**config.mk**
```make
export PLATFORM = sky130hd
export DESIGN_NAME = gtfm_top
export DESIGN_NICKNAME = d
export VERILOG_FILES = /design/src/hdl/gtfm_pkg.sv /design/src/hdl/gtfm_top.sv
export VERILOG_INCLUDE_DIRS = /design/src /design/src/hdl
export SDC_FILE = /design/constraint.sdc
export NUM_CORES = 1
export LEC_CHECK = 0
export ABC_AREA = 1
export ABC_CLOCK_PERIOD_IN_PS = 1700
export BUFFER_PORTS_ARGS = -buffer_cell sky130_fd_sc_hd__buf_2
export CAP_MARGIN = 15
export CORE_MARGIN = 4
export CORE_UTILIZATION = 47
export DETAILED_ROUTE_END_ITERATION = 10
export HOLD_SLACK_MARGIN = 0.06
export PLACE_DENSITY = 0.76
export SLEW_MARGIN = 15
export SYNTH_ARGS = -nofsm -noshare
export SYNTH_HDL_FRONTEND = slang
export SYNTH_SLANG_ARGS = --single-unit
```
**constraint.sdc**
```tcl
create_clock -name ref_clk -period 1.7 [get_ports ref_clk]
set_input_delay 0.17 -clock ref_clk [delete_from_list [all_inputs] [get_ports ref_clk]]
set_output_delay 0.17 -clock ref_clk [all_outputs]
set_load 0.02 [all_outputs]
```
**src/hdl/gtfm_defines.svh**
```systemverilog
`ifndef GTFM_DEFINES_SVH
`define GTFM_DEFINES_SVH

// ==========================================================
// Register offsets
`define GTFM_TEST_CTRL_OFS      9'h03d
`define GTFM_CLK_SYNC_MON_OFS   9'h03e
`define GTFM_BUS_ERR_MON_OFS    9'h03f

// ==========================================================
// Test control fields
`define GTFM_LEAK_BYPASS_BIT    4
`define GTFM_PRBS_CLK_SEL_BIT   3
`define GTFM_TM_DISABLE_BIT     2
`define GTFM_STUFF_PHASE_MSB    1
`define GTFM_STUFF_PHASE_LSB    0

// ==========================================================
// Clock and sync monitor fields
`define GTFM_RX_CLK_FM_BIT      7
`define GTFM_RX_SYNC_FM_BIT     6
`define GTFM_RX_PAY_FM_BIT      5
`define GTFM_MCLK_FM_BIT        3
`define GTFM_TX_CLK_FM_BIT      2
`define GTFM_TX_SYNC_FM_BIT     1
`define GTFM_TX_PAY_FM_BIT      0

// ==========================================================
// Bus error monitor fields
`define GTFM_RX_PAR_FM_BIT      3
`define GTFM_PRBS_FM_BIT        2
`define GTFM_INT_COLL_FM_BIT    1
`define GTFM_EXT_COLL_FM_BIT    0

// ==========================================================
// Writable masks and reset values
`define GTFM_TEST_CTRL_MASK     8'h1f
`define GTFM_TEST_CTRL_RST      8'h00
`define GTFM_MON_RST            11'h000
`define GTFM_RDATA_RST          8'h00

// ==========================================================
// Monitor count and split between the two registers
`define GTFM_NUM_MON            11
`define GTFM_NUM_MON_FIRST      7

`endif

```
**src/hdl/gtfm_pkg.sv**
```systemverilog
package gtfm_pkg;
   // Register data byte
   typedef logic [7:0] gtfm_byte_t;
   // One bit per monitored condition, ordered as in the two monitor registers
   typedef logic [10:0] gtfm_mon_vec_t;
   // Which register an address selects
   typedef enum logic [1:0] {
      GTFM_SEL_NONE,
      GTFM_SEL_TEST,
      GTFM_SEL_CLK_SYNC,
      GTFM_SEL_BUS_ERR
   } gtfm_sel_t;
endpackage

```
**src/hdl/gtfm_top.sv**
```systemverilog
// How it works
// - Bypass bit one skips leak buffer everywhere
// - PRBS clock select zero uses master clock
// - Disable bit one turns threshold modulator off
// - Nonzero stuff phase field picks alternate phase
// - Monitor sets for condition older than interval
// - Write zero, or tick edge with condition and event both low, clears monitor
// - First register bit 7: drop clock loss
// - First register bit 6: drop sync loss
// - First register bit 5: drop payload loss
// - First register bit 3: master clock loss
// - First register bit 2: add clock loss
// - First register bit 1: add sync loss
// - First register bit 0: add payload loss
// - Second register bit 3: receive parity error
// - Second register bit 2: PRBS out of lock
// - Second register bit 1: internal bus collision
// - Second register bit 0: external bus collision
`timescale 1ns/1ns
`default_nettype none
`include "gtfm_defines.svh"

module gtfm_top
   import gtfm_pkg::*;
#(
   parameter int ADDR_W = 9
) (
   input  wire logic              ref_clk,
   input  wire logic              rst,
   input  wire logic              clk_en,
   input  wire logic [ADDR_W-1:0] reg_addr,
   input  wire logic [7:0]        reg_wdata,
   input  wire logic              reg_wr_en,
   input  wire logic              reg_rd_en,
   output var  logic [7:0]        reg_rdata,
   output var  logic              reg_rdata_valid,
   input  wire logic              one_second_tick,
   input  wire logic              drop_clock_loss,
   input  wire logic              drop_sync_loss,
   input  wire logic              drop_payload_loss,
   input  wire logic              master_clock_loss,
   input  wire logic              add_clock_loss,
   input  wire logic              add_sync_loss,
   input  wire logic              add_payload_loss,
   input  wire logic              rx_parity_error,
   input  wire logic              pattern_out_of_lock,
   input  wire logic              internal_collision,
   input  wire logic              external_collision,
   input  wire logic              drop_clock_event,
   input  wire logic              drop_sync_event,
   input  wire logic              drop_payload_event,
   input  wire logic              master_clock_event,
   input  wire logic              add_clock_event,
   input  wire logic              add_sync_event,
   input  wire logic              add_payload_event,
   input  wire logic              receive_parity_event,
   input  wire logic              pattern_lock_event,
   input  wire logic              internal_collision_event,
   input  wire logic              external_collision_event,
   output var  logic              leak_buffer_bypass,
   output var  logic              leak_buffer_enable,
   output var  logic              prbs_clock_select,
   output var  logic              prbs_use_master_clock,
   output var  logic              threshold_modulator_disable,
   output var  logic              threshold_modulator_enable,
   output var  logic [1:0]        stuff_phase_select,
   output var  logic              stuff_phase_alternate,
   output var  logic              rx_clock_fault_monitor,
   output var  logic              rx_sync_fault_monitor,
   output var  logic              rx_payload_fault_monitor,
   output var  logic              master_clock_fault_monitor,
   output var  logic              tx_clock_fault_monitor,
   output var  logic              tx_sync_fault_monitor,
   output var  logic              tx_payload_fault_monitor,
   output var  logic              rx_parity_fault_monitor,
   output var  logic              pattern_lock_fault_monitor,
   output var  logic              internal_collision_fault_monitor,
   output var  logic              external_collision_fault_monitor
);

   // ==========================================================
   // Elaboration check
   // The highest offset needs six address bits
   if (ADDR_W < 6) begin : g_addr_chk
      $error("gtfm_top: ADDR_W must be at least 6");
   end

   // The vector type, the monitor count and the register split must agree,
   // since the pack functions and the generate loop rely on all three
   if ($bits(gtfm_mon_vec_t) != `GTFM_NUM_MON) begin : g_mon_chk
      $error("gtfm_top: monitor vector width and count differ");
   end
   if (`GTFM_NUM_MON - `GTFM_NUM_MON_FIRST != 4) begin : g_split_chk
      $error("gtfm_top: second monitor register must hold four bits");
   end

   // ==========================================================
   // Address decode
   // Used by both the write and the read path
   // Any other address is ignored on write and reads as zero
   function automatic gtfm_sel_t decode_addr(input logic [ADDR_W-1:0] a);
      gtfm_sel_t s;
      s = GTFM_SEL_NONE;
      if (a == ADDR_W'(`GTFM_TEST_CTRL_OFS)) begin
         s = GTFM_SEL_TEST;
      end else if (a == ADDR_W'(`GTFM_CLK_SYNC_MON_OFS)) begin
         s = GTFM_SEL_CLK_SYNC;
      end else if (a == ADDR_W'(`GTFM_BUS_ERR_MON_OFS)) begin
         s = GTFM_SEL_BUS_ERR;
      end
      return s;
   endfunction

   // Place the monitor vector into the two register layouts
   // Reserved positions stay zero, so software always reads zeros there
   function automatic gtfm_byte_t pack_first(input gtfm_mon_vec_t m);
      gtfm_byte_t b;
      b = 8'h00;
      b[`GTFM_RX_CLK_FM_BIT]  = m[0];
      b[`GTFM_RX_SYNC_FM_BIT] = m[1];
      b[`GTFM_RX_PAY_FM_BIT]  = m[2];
      b[`GTFM_MCLK_FM_BIT]    = m[3];
      b[`GTFM_TX_CLK_FM_BIT]  = m[4];
      b[`GTFM_TX_SYNC_FM_BIT] = m[5];
      b[`GTFM_TX_PAY_FM_BIT]  = m[6];
      return b;
   endfunction

   function automatic gtfm_byte_t pack_second(input gtfm_mon_vec_t m);
      gtfm_byte_t b;
      b = 8'h00;
      b[`GTFM_RX_PAR_FM_BIT]   = m[7];
      b[`GTFM_PRBS_FM_BIT]     = m[8];
      b[`GTFM_INT_COLL_FM_BIT] = m[9];
      b[`GTFM_EXT_COLL_FM_BIT] = m[10];
      return b;
   endfunction

   gtfm_sel_t sel;
   assign sel = decode_addr(reg_addr);

   // ==========================================================
   // Test control register
   gtfm_byte_t test_ctrl_ff;

   // Reserved bits are masked off, so they always read as zero
   always_ff @(posedge ref_clk or posedge rst) begin
      if (rst) begin
         test_ctrl_ff <= `GTFM_TEST_CTRL_RST;
      end else if (clk_en && reg_wr_en && sel == GTFM_SEL_TEST) begin
         test_ctrl_ff <= reg_wdata & `GTFM_TEST_CTRL_MASK;
      end
   end

   // Control outputs straight from the register
   assign leak_buffer_bypass          = test_ctrl_ff[`GTFM_LEAK_BYPASS_BIT];
   assign leak_buffer_enable          = ~leak_buffer_bypass;
   assign prbs_clock_select           = test_ctrl_ff[`GTFM_PRBS_CLK_SEL_BIT];
   // Setting one is a factory mode only; nothing here guards it
   assign prbs_use_master_clock       = ~prbs_clock_select;
   assign threshold_modulator_disable = test_ctrl_ff[`GTFM_TM_DISABLE_BIT];
   assign threshold_modulator_enable  = ~threshold_modulator_disable;
   assign stuff_phase_select          =
      test_ctrl_ff[`GTFM_STUFF_PHASE_MSB:`GTFM_STUFF_PHASE_LSB];
   assign stuff_phase_alternate       = |stuff_phase_select;

   // ==========================================================
   // One-second tick synchroniser and edge detect
   // The tick arrives from a pin, so it passes two flops first
   // Only the second flop feeds logic; a tick high for less than one
   // clock period may be missed, so the pin must stay high longer
   logic tick_meta_ff;
   logic tick_sync_ff;
   logic tick_last_ff;
   logic tick_rise;

   always_ff @(posedge ref_clk or posedge rst) begin
      if (rst) begin
         tick_meta_ff <= 1'b0;
         tick_sync_ff <= 1'b0;
         tick_last_ff <= 1'b0;
      end else if (clk_en) begin
         tick_meta_ff <= one_second_tick;
         tick_sync_ff <= tick_meta_ff;
         tick_last_ff <= tick_sync_ff;
      end
   end

   assign tick_rise = tick_sync_ff & ~tick_last_ff;

   // ==========================================================
   // Condition and companion event vectors
   gtfm_mon_vec_t cond;
   gtfm_mon_vec_t evt;

   assign cond = {external_collision,
                  internal_collision,
                  pattern_out_of_lock,
                  rx_parity_error,
                  add_payload_loss,
                  add_sync_loss,
                  add_clock_loss,
                  master_clock_loss,
                  drop_payload_loss,
                  drop_sync_loss,
                  drop_clock_loss};

   assign evt  = {external_collision_event,
                  internal_collision_event,
                  pattern_lock_event,
                  receive_parity_event,
                  add_payload_event,
                  add_sync_event,
                  add_clock_event,
                  master_clock_event,
                  drop_payload_event,
                  drop_sync_event,
                  drop_clock_event};

   // Software write that hits a monitor bit with zero
   // Writing one to a monitor bit leaves it alone; only zeros clear
   gtfm_mon_vec_t sw_clr;
   gtfm_byte_t    first_zero;
   gtfm_byte_t    second_zero;

   assign first_zero  = (reg_wr_en && sel == GTFM_SEL_CLK_SYNC) ?
                        ~reg_wdata : 8'h00;
   assign second_zero = (reg_wr_en && sel == GTFM_SEL_BUS_ERR) ?
                        ~reg_wdata : 8'h00;

   assign sw_clr = {second_zero[`GTFM_EXT_COLL_FM_BIT],
                    second_zero[`GTFM_INT_COLL_FM_BIT],
                    second_zero[`GTFM_PRBS_FM_BIT],
                    second_zero[`GTFM_RX_PAR_FM_BIT],
                    first_zero[`GTFM_TX_PAY_FM_BIT],
                    first_zero[`GTFM_TX_SYNC_FM_BIT],
                    first_zero[`GTFM_TX_CLK_FM_BIT],
                    first_zero[`GTFM_MCLK_FM_BIT],
                    first_zero[`GTFM_RX_PAY_FM_BIT],
                    first_zero[`GTFM_RX_SYNC_FM_BIT],
                    first_zero[`GTFM_RX_CLK_FM_BIT]};

   // ==========================================================
   // Per-condition onset tracking and monitor bits
   // A software clear loses to a fault that has outlived a whole interval:
   // the bit stays set, so a write never hides such a fault. Events are
   // taken as levels; the event logic itself lives outside this block.
   gtfm_mon_vec_t cond_last_ff;
   gtfm_mon_vec_t onset_cur_ff;
   gtfm_mon_vec_t onset_prev_ff;
   gtfm_mon_vec_t mon_ff;

   for (genvar i = 0; i < `GTFM_NUM_MON; i++) begin : g_mon
      logic onset;
      logic mon_set;
      logic mon_clr;

      // A condition present at reset release counts as a fresh onset
      assign onset = cond[i] & ~cond_last_ff[i];

      // Onset seen in the interval now running, or the one just ended
      always_ff @(posedge ref_clk or posedge rst) begin
         if (rst) begin
            cond_last_ff[i]  <= 1'b0;
            onset_cur_ff[i]  <= 1'b0;
            onset_prev_ff[i] <= 1'b0;
         end else if (clk_en) begin
            cond_last_ff[i] <= cond[i];
            if (tick_rise) begin
               // An onset on the tick edge belongs to the new interval
               onset_cur_ff[i]  <= onset;
               onset_prev_ff[i] <= onset_cur_ff[i];
            end else if (onset) begin
               onset_cur_ff[i] <= 1'b1;
            end
         end
      end

      // Set only once the condition has outlived a whole interval
      assign mon_set = cond[i] & ~onset & ~onset_cur_ff[i]
                       & ~onset_prev_ff[i];
      assign mon_clr = sw_clr[i]
                       | (tick_rise & ~cond[i] & ~evt[i]);

      // Set wins over a clear in the same cycle
      always_ff @(posedge ref_clk or posedge rst) begin
         if (rst) begin
            mon_ff[i] <= 1'b0;
         end else if (clk_en) begin
            mon_ff[i] <= mon_set | (mon_ff[i] & ~mon_clr);
         end
      end
   end

   // ==========================================================
   // Monitor outputs
   assign rx_clock_fault_monitor           = mon_ff[0];
   assign rx_sync_fault_monitor            = mon_ff[1];
   assign rx_payload_fault_monitor         = mon_ff[2];
   assign master_clock_fault_monitor       = mon_ff[3];
   assign tx_clock_fault_monitor           = mon_ff[4];
   assign tx_sync_fault_monitor            = mon_ff[5];
   assign tx_payload_fault_monitor         = mon_ff[6];
   assign rx_parity_fault_monitor          = mon_ff[7];
   assign pattern_lock_fault_monitor       = mon_ff[8];
   assign internal_collision_fault_monitor = mon_ff[9];
   assign external_collision_fault_monitor = mon_ff[10];

   // ==========================================================
   // Read path
   // Registered so read data is stable a full cycle after the strobe
   // A read in the same cycle as a write returns the old contents
   gtfm_byte_t nxt_rdata;
   gtfm_byte_t rdata_ff;
   logic       rvalid_ff;

   always_comb begin
      case (sel)
         GTFM_SEL_TEST:     nxt_rdata = test_ctrl_ff;
         GTFM_SEL_CLK_SYNC: nxt_rdata = pack_first(mon_ff);
         GTFM_SEL_BUS_ERR:  nxt_rdata = pack_second(mon_ff);
         default:           nxt_rdata = 8'h00; // Unmapped reads zero
      endcase
   end

   always_ff @(posedge ref_clk or posedge rst) begin
      if (rst) begin
         rdata_ff  <= `GTFM_RDATA_RST;
         rvalid_ff <= 1'b0;
      end else if (clk_en) begin
         rvalid_ff <= reg_rd_en;
         if (reg_rd_en) begin
            rdata_ff <= nxt_rdata;
         end
      end
   end

   assign reg_rdata       = rdata_ff;
   assign reg_rdata_valid = rvalid_ff;

endmodule // gtfm_top

`default_nettype wire

```
Word-level counts from Yosys, hierarchy flattened
Cells that the tools add are included.
- output and inout bits: 29
- register bits after elaboration: 61
- word-level logic and storage cells: 295
- input bits: 45
- reduce and logical (&&, ||, !) cells: 29
- equal/unequal tests: 6
- muxes and demuxes: 28
- bitwise operators: 182
- operators with widths (cell ; count):
    inverter 1 bit ; 81
    AND 1 bit ; 78
    == test 9 x 6 -> 1 bit, second input constant ; 3
    AND reduction 2 bit ; 13
    case mux 8 bit (3 select lines) ; 1
    two-way mux 1 bit ; 22
    OR 1 bit ; 22
    nonzero test 2 bit ; 11
    two-way mux 8 bit ; 1
    inverter 8 bit ; 1
    two-way mux 2 bit ; 3
    == test 2 bit, second input constant ; 2
    logical AND 1 bit ; 4
    two-way mux 4 bit ; 1
    == test 2 x 1 -> 1 bit, second input constant ; 1
    OR reduction 2 bit ; 1

Depth between registers and ports, before layout
- depth in word-level cells: 11
- gate-level depth with buffers: 10
- gate-level depth less buffers: 9

Least setup slack after synthesis
OpenSTA, ideal clock, no wires.
- path kind: register -> register
- start point: reg tick_last_ff
- end point: reg mon_ff[3], in the netlist master_clock_fault_monitor
- cell stages (with the launch flop): 8
- setup time: 0.117 ns
- required time: 1.583 ns
- setup slack: 0.692 ns
- data arrival time: 0.891 ns
- buffers on the path: 1
- period minus slack after synthesis: 1.008 ns
- path through: dfrtp_1 -> nor2_1 -> buf_4 -> nand2_1 -> nand2_1 -> nand2_1 -> nand2_1 -> nand2_1
- word-level cells in the longest chain between the ends: 8
- RTL lines (what ; line ; source):
    start, declared ; gtfm_top.sv:174 ; logic tick_last_ff;
    start signal, assigned ; gtfm_top.sv:185 ; tick_last_ff <= tick_sync_ff;
    inverter 1 bit ; gtfm_top.sv:189 ; assign tick_rise = tick_sync_ff & ~tick_last_ff;
    AND 1 bit ; gtfm_top.sv:189 ;
    AND 1 bit (2 in a row) ; gtfm_top.sv:283 ; | (tick_rise & ~cond[i] & ~evt[i]);
    OR 1 bit ; gtfm_top.sv:283 ;
    inverter 1 bit ; gtfm_top.sv:290 ; mon_ff[i] <= mon_set | (mon_ff[i] & ~mon_clr);
    AND 1 bit ; gtfm_top.sv:290 ;
    OR 1 bit ; gtfm_top.sv:290 ;
    end signal, assigned by index ; gtfm_top.sv:290 ;
    end, declared ; gtfm_top.sv:251 ; gtfm_mon_vec_t mon_ff;
No other way between the ends.
A chain may end at the register's enable or synchronous reset.

Worst setup path in the final report
- start point: reg test_ctrl_ff[0]
- end point: out stuff_phase_alternate
- word-level cells in the longest chain between the ends: 1
- RTL lines (what ; line ; source):
    start, declared ; gtfm_top.sv:144 ; gtfm_byte_t test_ctrl_ff;
    start signal, assigned ; gtfm_top.sv:149 ; test_ctrl_ff <= `GTFM_TEST_CTRL_RST;
    start signal, assigned ; gtfm_top.sv:151 ; test_ctrl_ff <= reg_wdata & `GTFM_TEST_CTRL_MASK;
    OR reduction 2 bit ; gtfm_top.sv:165 ; assign stuff_phase_alternate = |stuff_phase_select;
    end, declared ; gtfm_top.sv:67 ; output var logic stuff_phase_alternate,
No other way between the ends.

==> impl_results.md <==
* Largest net degree at the start of global routing at 62
* Worst stage delay on the critical path at 0.42 ns
* Max Cap Violations at 0
* Synth top area share at 0.5311
* DRT antenna net count at 0
* CTS H-tree lvls at 3
* Clock Latency Late Sink at 0.33 ns
* Buffer count from post-CTS setup fixing at 0
* R2R depth at 7
* Compound-gate portion of the synthesized area at 0.08402
* Slowest CP cell: dfrtp_1
* Largest family of logic cells by synthesized area: simple AND/OR/NAND/NOR gates
* Fin crit period at 1.364 ns
* Inserted Diodes at 0
* Crit. End Element: output port
* Tcrit/Tclk final at 0.8026
* Buffers added on ports at 73
* Die width at 86.20 µm
* Worst slew pin tran at 0.4903 ns
* Die area at 7430 µm²
* Initial antenna violation count at 0
* CTS Buf Count at 9
* Synth warnings at 0
* First-pass GRT wire length at 11.45 mm
* Worst reg2reg endpoint: tx_sync_fault_monitor$_DFFE_PP0P_
* Critical Path Source: test_ctrl_ff[0]$_DFFE_PP0P_
* Post-synth ARST share at 1.000
* CTS tree: done
* Seq/Total Area, Yosys at 0.5311
* Hold Path Class: input port to register
* Most frequent cells in the layout: nand2_1 (118), buf_2 (73), dfrtp_1 (61)
* RSZ-0062 raised after global routing: no
* Layout cells sized above 1 at 0.2396
* Synth Area in XOR/XNOR at 0
* First drt pass iteration count at 5
* Most common cell after layout, fill and taps aside: nand2_1
* Clock-pin slew on the worst setup and hold paths at 0.07 ns
* Die height at 86.20 µm
* IO Count at 74
* Reg-to-Reg Start: tick_last_ff$_DFFE_PP0P_
* Cell Chain, Critical Path: or2_2 > buf_2
* Sink Count at 61
* Multiplexer share of the synthesized area at 0.003918
* Via count at 2578
* Final Hold Fails at 0
* Library cells used by synthesis at 25
* Initial core utilization at 0.4854
* # rows at 28
* R2R Setup Slk at 0.46 ns
* Detail Placement HPWL at 5.043 mm
* Fmax at 0.7329 GHz
* Setup crit start kind: register
* Area leader, netlist: dfrtp_1
* Final net count at 475
* Initial DRC Count at 215
* EDFF count, synth at 0
* CTS Buffer Depth at 2
* Setup violators final at 0
* Cell Area, Placed at 3296 µm²
* Syn Std Cell Area at 2874 µm²
* Simple-Gate Fraction of Synth Area at 0.2873
* Avg Vias per Cell at 5.065
* Total negative slack at 0 ns
* Critical path type: register to output port
* Status: complete, no violations
* Worst rel slew slack at 0.6728
* Hold Buf Count CTS at 2
* Place WS at 0.3262 ns
* Top post-synthesis cells by area: dfrtp_1 (53%), nand2_1 (15%), inv_1 (5.7%)
* Ys flop type: dfrtp_1
* Design area at 3475 µm²
* Clock Skew at 0.009633 ns
* Vias in the first global route at 2528
* Slew Limit Fails at 0
* Maximum VDD drop at 0.5724 mV
* Crit Path Max Fanout at 4
* Per-cell routed wire length at 13.19 µm
* Post_cts resized at 0
* Gate Count Post-Synth at 352
* Core area at 5921 µm²
* Root buffer cell: clkbuf_8
* Gpl congestion at 0.8592
* Leakage at 1.882 nW
* Synth Register Bits at 61
* Routed WL at 6.713 mm
* Total track usage at 0.1937
* Global route overflow at 0
* Arr. time, crit path at 1.19 ns
* Remaining DRCs at 0
* CP Capture Point: stuff_phase_alternate
* Area share of fa/ha/maj cells after synthesis at 0
* Avg Inst Size Synth at 8.165 µm²
* Final WS setup at 0.3356 ns
* Layout area overhead at 20.90%
* CP required at 1.53 ns
* Fill cells at 567
* Pwr/cell area at 1156 nW/µm²
* Net Count, Synth at 397
layout make-up:
cell class	count	area, µm²	share of cell area
Sequential cell	61	1526	0.4393
Clock inverter	2	10.01	0.002881
Clock buffer	13	148.9	0.04285
Inverter	45	168.9	0.04861
Tap cell	75	93.84	0.02701
Multi-Input combinational cell	233	1079	0.3104
Timing Repair Buffer	80	447.9	0.1289
worst max-delay path: cells and delay by family (launching register included):
kind	cells	cell delay (ns)
buffers and inverters	1	0.16
AND/OR/NAND/NOR	1	0.30
flip-flops	1	0.42
cells in the mapped netlist (2+ instances only):
cell and instances:
nand2_1 118, dfrtp_1 61, inv_1 44, nand3_1 18
nor2_1 17, o21ai_0 17, nand4_1 15, o21ai_1 14
o22ai_1 11, buf_2 6, nor3_1 6, nor2_2 4
buf_4 3, buf_6 3, or4_1 3, nand2_2 2
nor3_2 2
where the power goes:
group          leakage (nW)  switching, W  internal [W]
combinational          1.04      0.000592      0.000331
clock                0.0833      0.000518      0.000558
sequential            0.754      0.000233       0.00179
through the flow:
step           std cells  utilization  power [W]  hold slack (ns)
3_5_place_dp         492       0.5566   0.002971           0.2575
3_3_place_gp         492       0.5566   0.002928           0.2544
5_1_grt              509       0.5869   0.004278          0.07254
4_1_cts              509       0.5869   0.004045          0.06240
6_report             509       0.5869   0.004016          0.07431
2_1_floorplan        352            -   0.002584           0.3044
worst min-delay path by stage:
stage | depth (start not counted) | end | slack (ns) | from
global placement | 3 | reg_rdata[4]$_DFFE_PP0P_ | 0.25 | rst
finish | 3 | test_ctrl_ff[4]$_DFFE_PP0P_ | 0.07 | reg_wdata[4]
global route | 3 | test_ctrl_ff[4]$_DFFE_PP0P_ | 0.07 | reg_wdata[4]
floorplan | 2 | cond_last_ff[2]$_DFFE_PP0P_ | 0.30 | drop_payload_loss
detailed placement | 3 | reg_rdata[6]$_DFFE_PP0P_ | 0.26 | rst
CTS | 3 | test_ctrl_ff[4]$_DFFE_PP0P_ | 0.06 | reg_wdata[4]
cell families (layout without fill, tap and decap cells):
group	Yosys count	in the layout
compound gates	44	44
mux	1	1
simple gates	188	188
buf+inv	58	140
flops	61	61
routing by layer:
metal / up-vias / global-route usage / part of all wire
met2: 73 / 0.3167 / 0.49
met3: 9 / 0.03802 / 0.058
met5: - / 0 / 0
met4: 0 / 0.07649 / 0.016
met1: 1211 / 0.2550 / 0.44
li1: 1285 / - / -
registers in the layout, indices dropped and copies added (netlist names), 5 cells and up:
name and cells:
onset_cur_ff 11, cond_last_ff 11, test_ctrl_ff 5, onset_prev_ff 11, reg_rdata 8
Note: power is estimated with default switching activity, not from simulation.
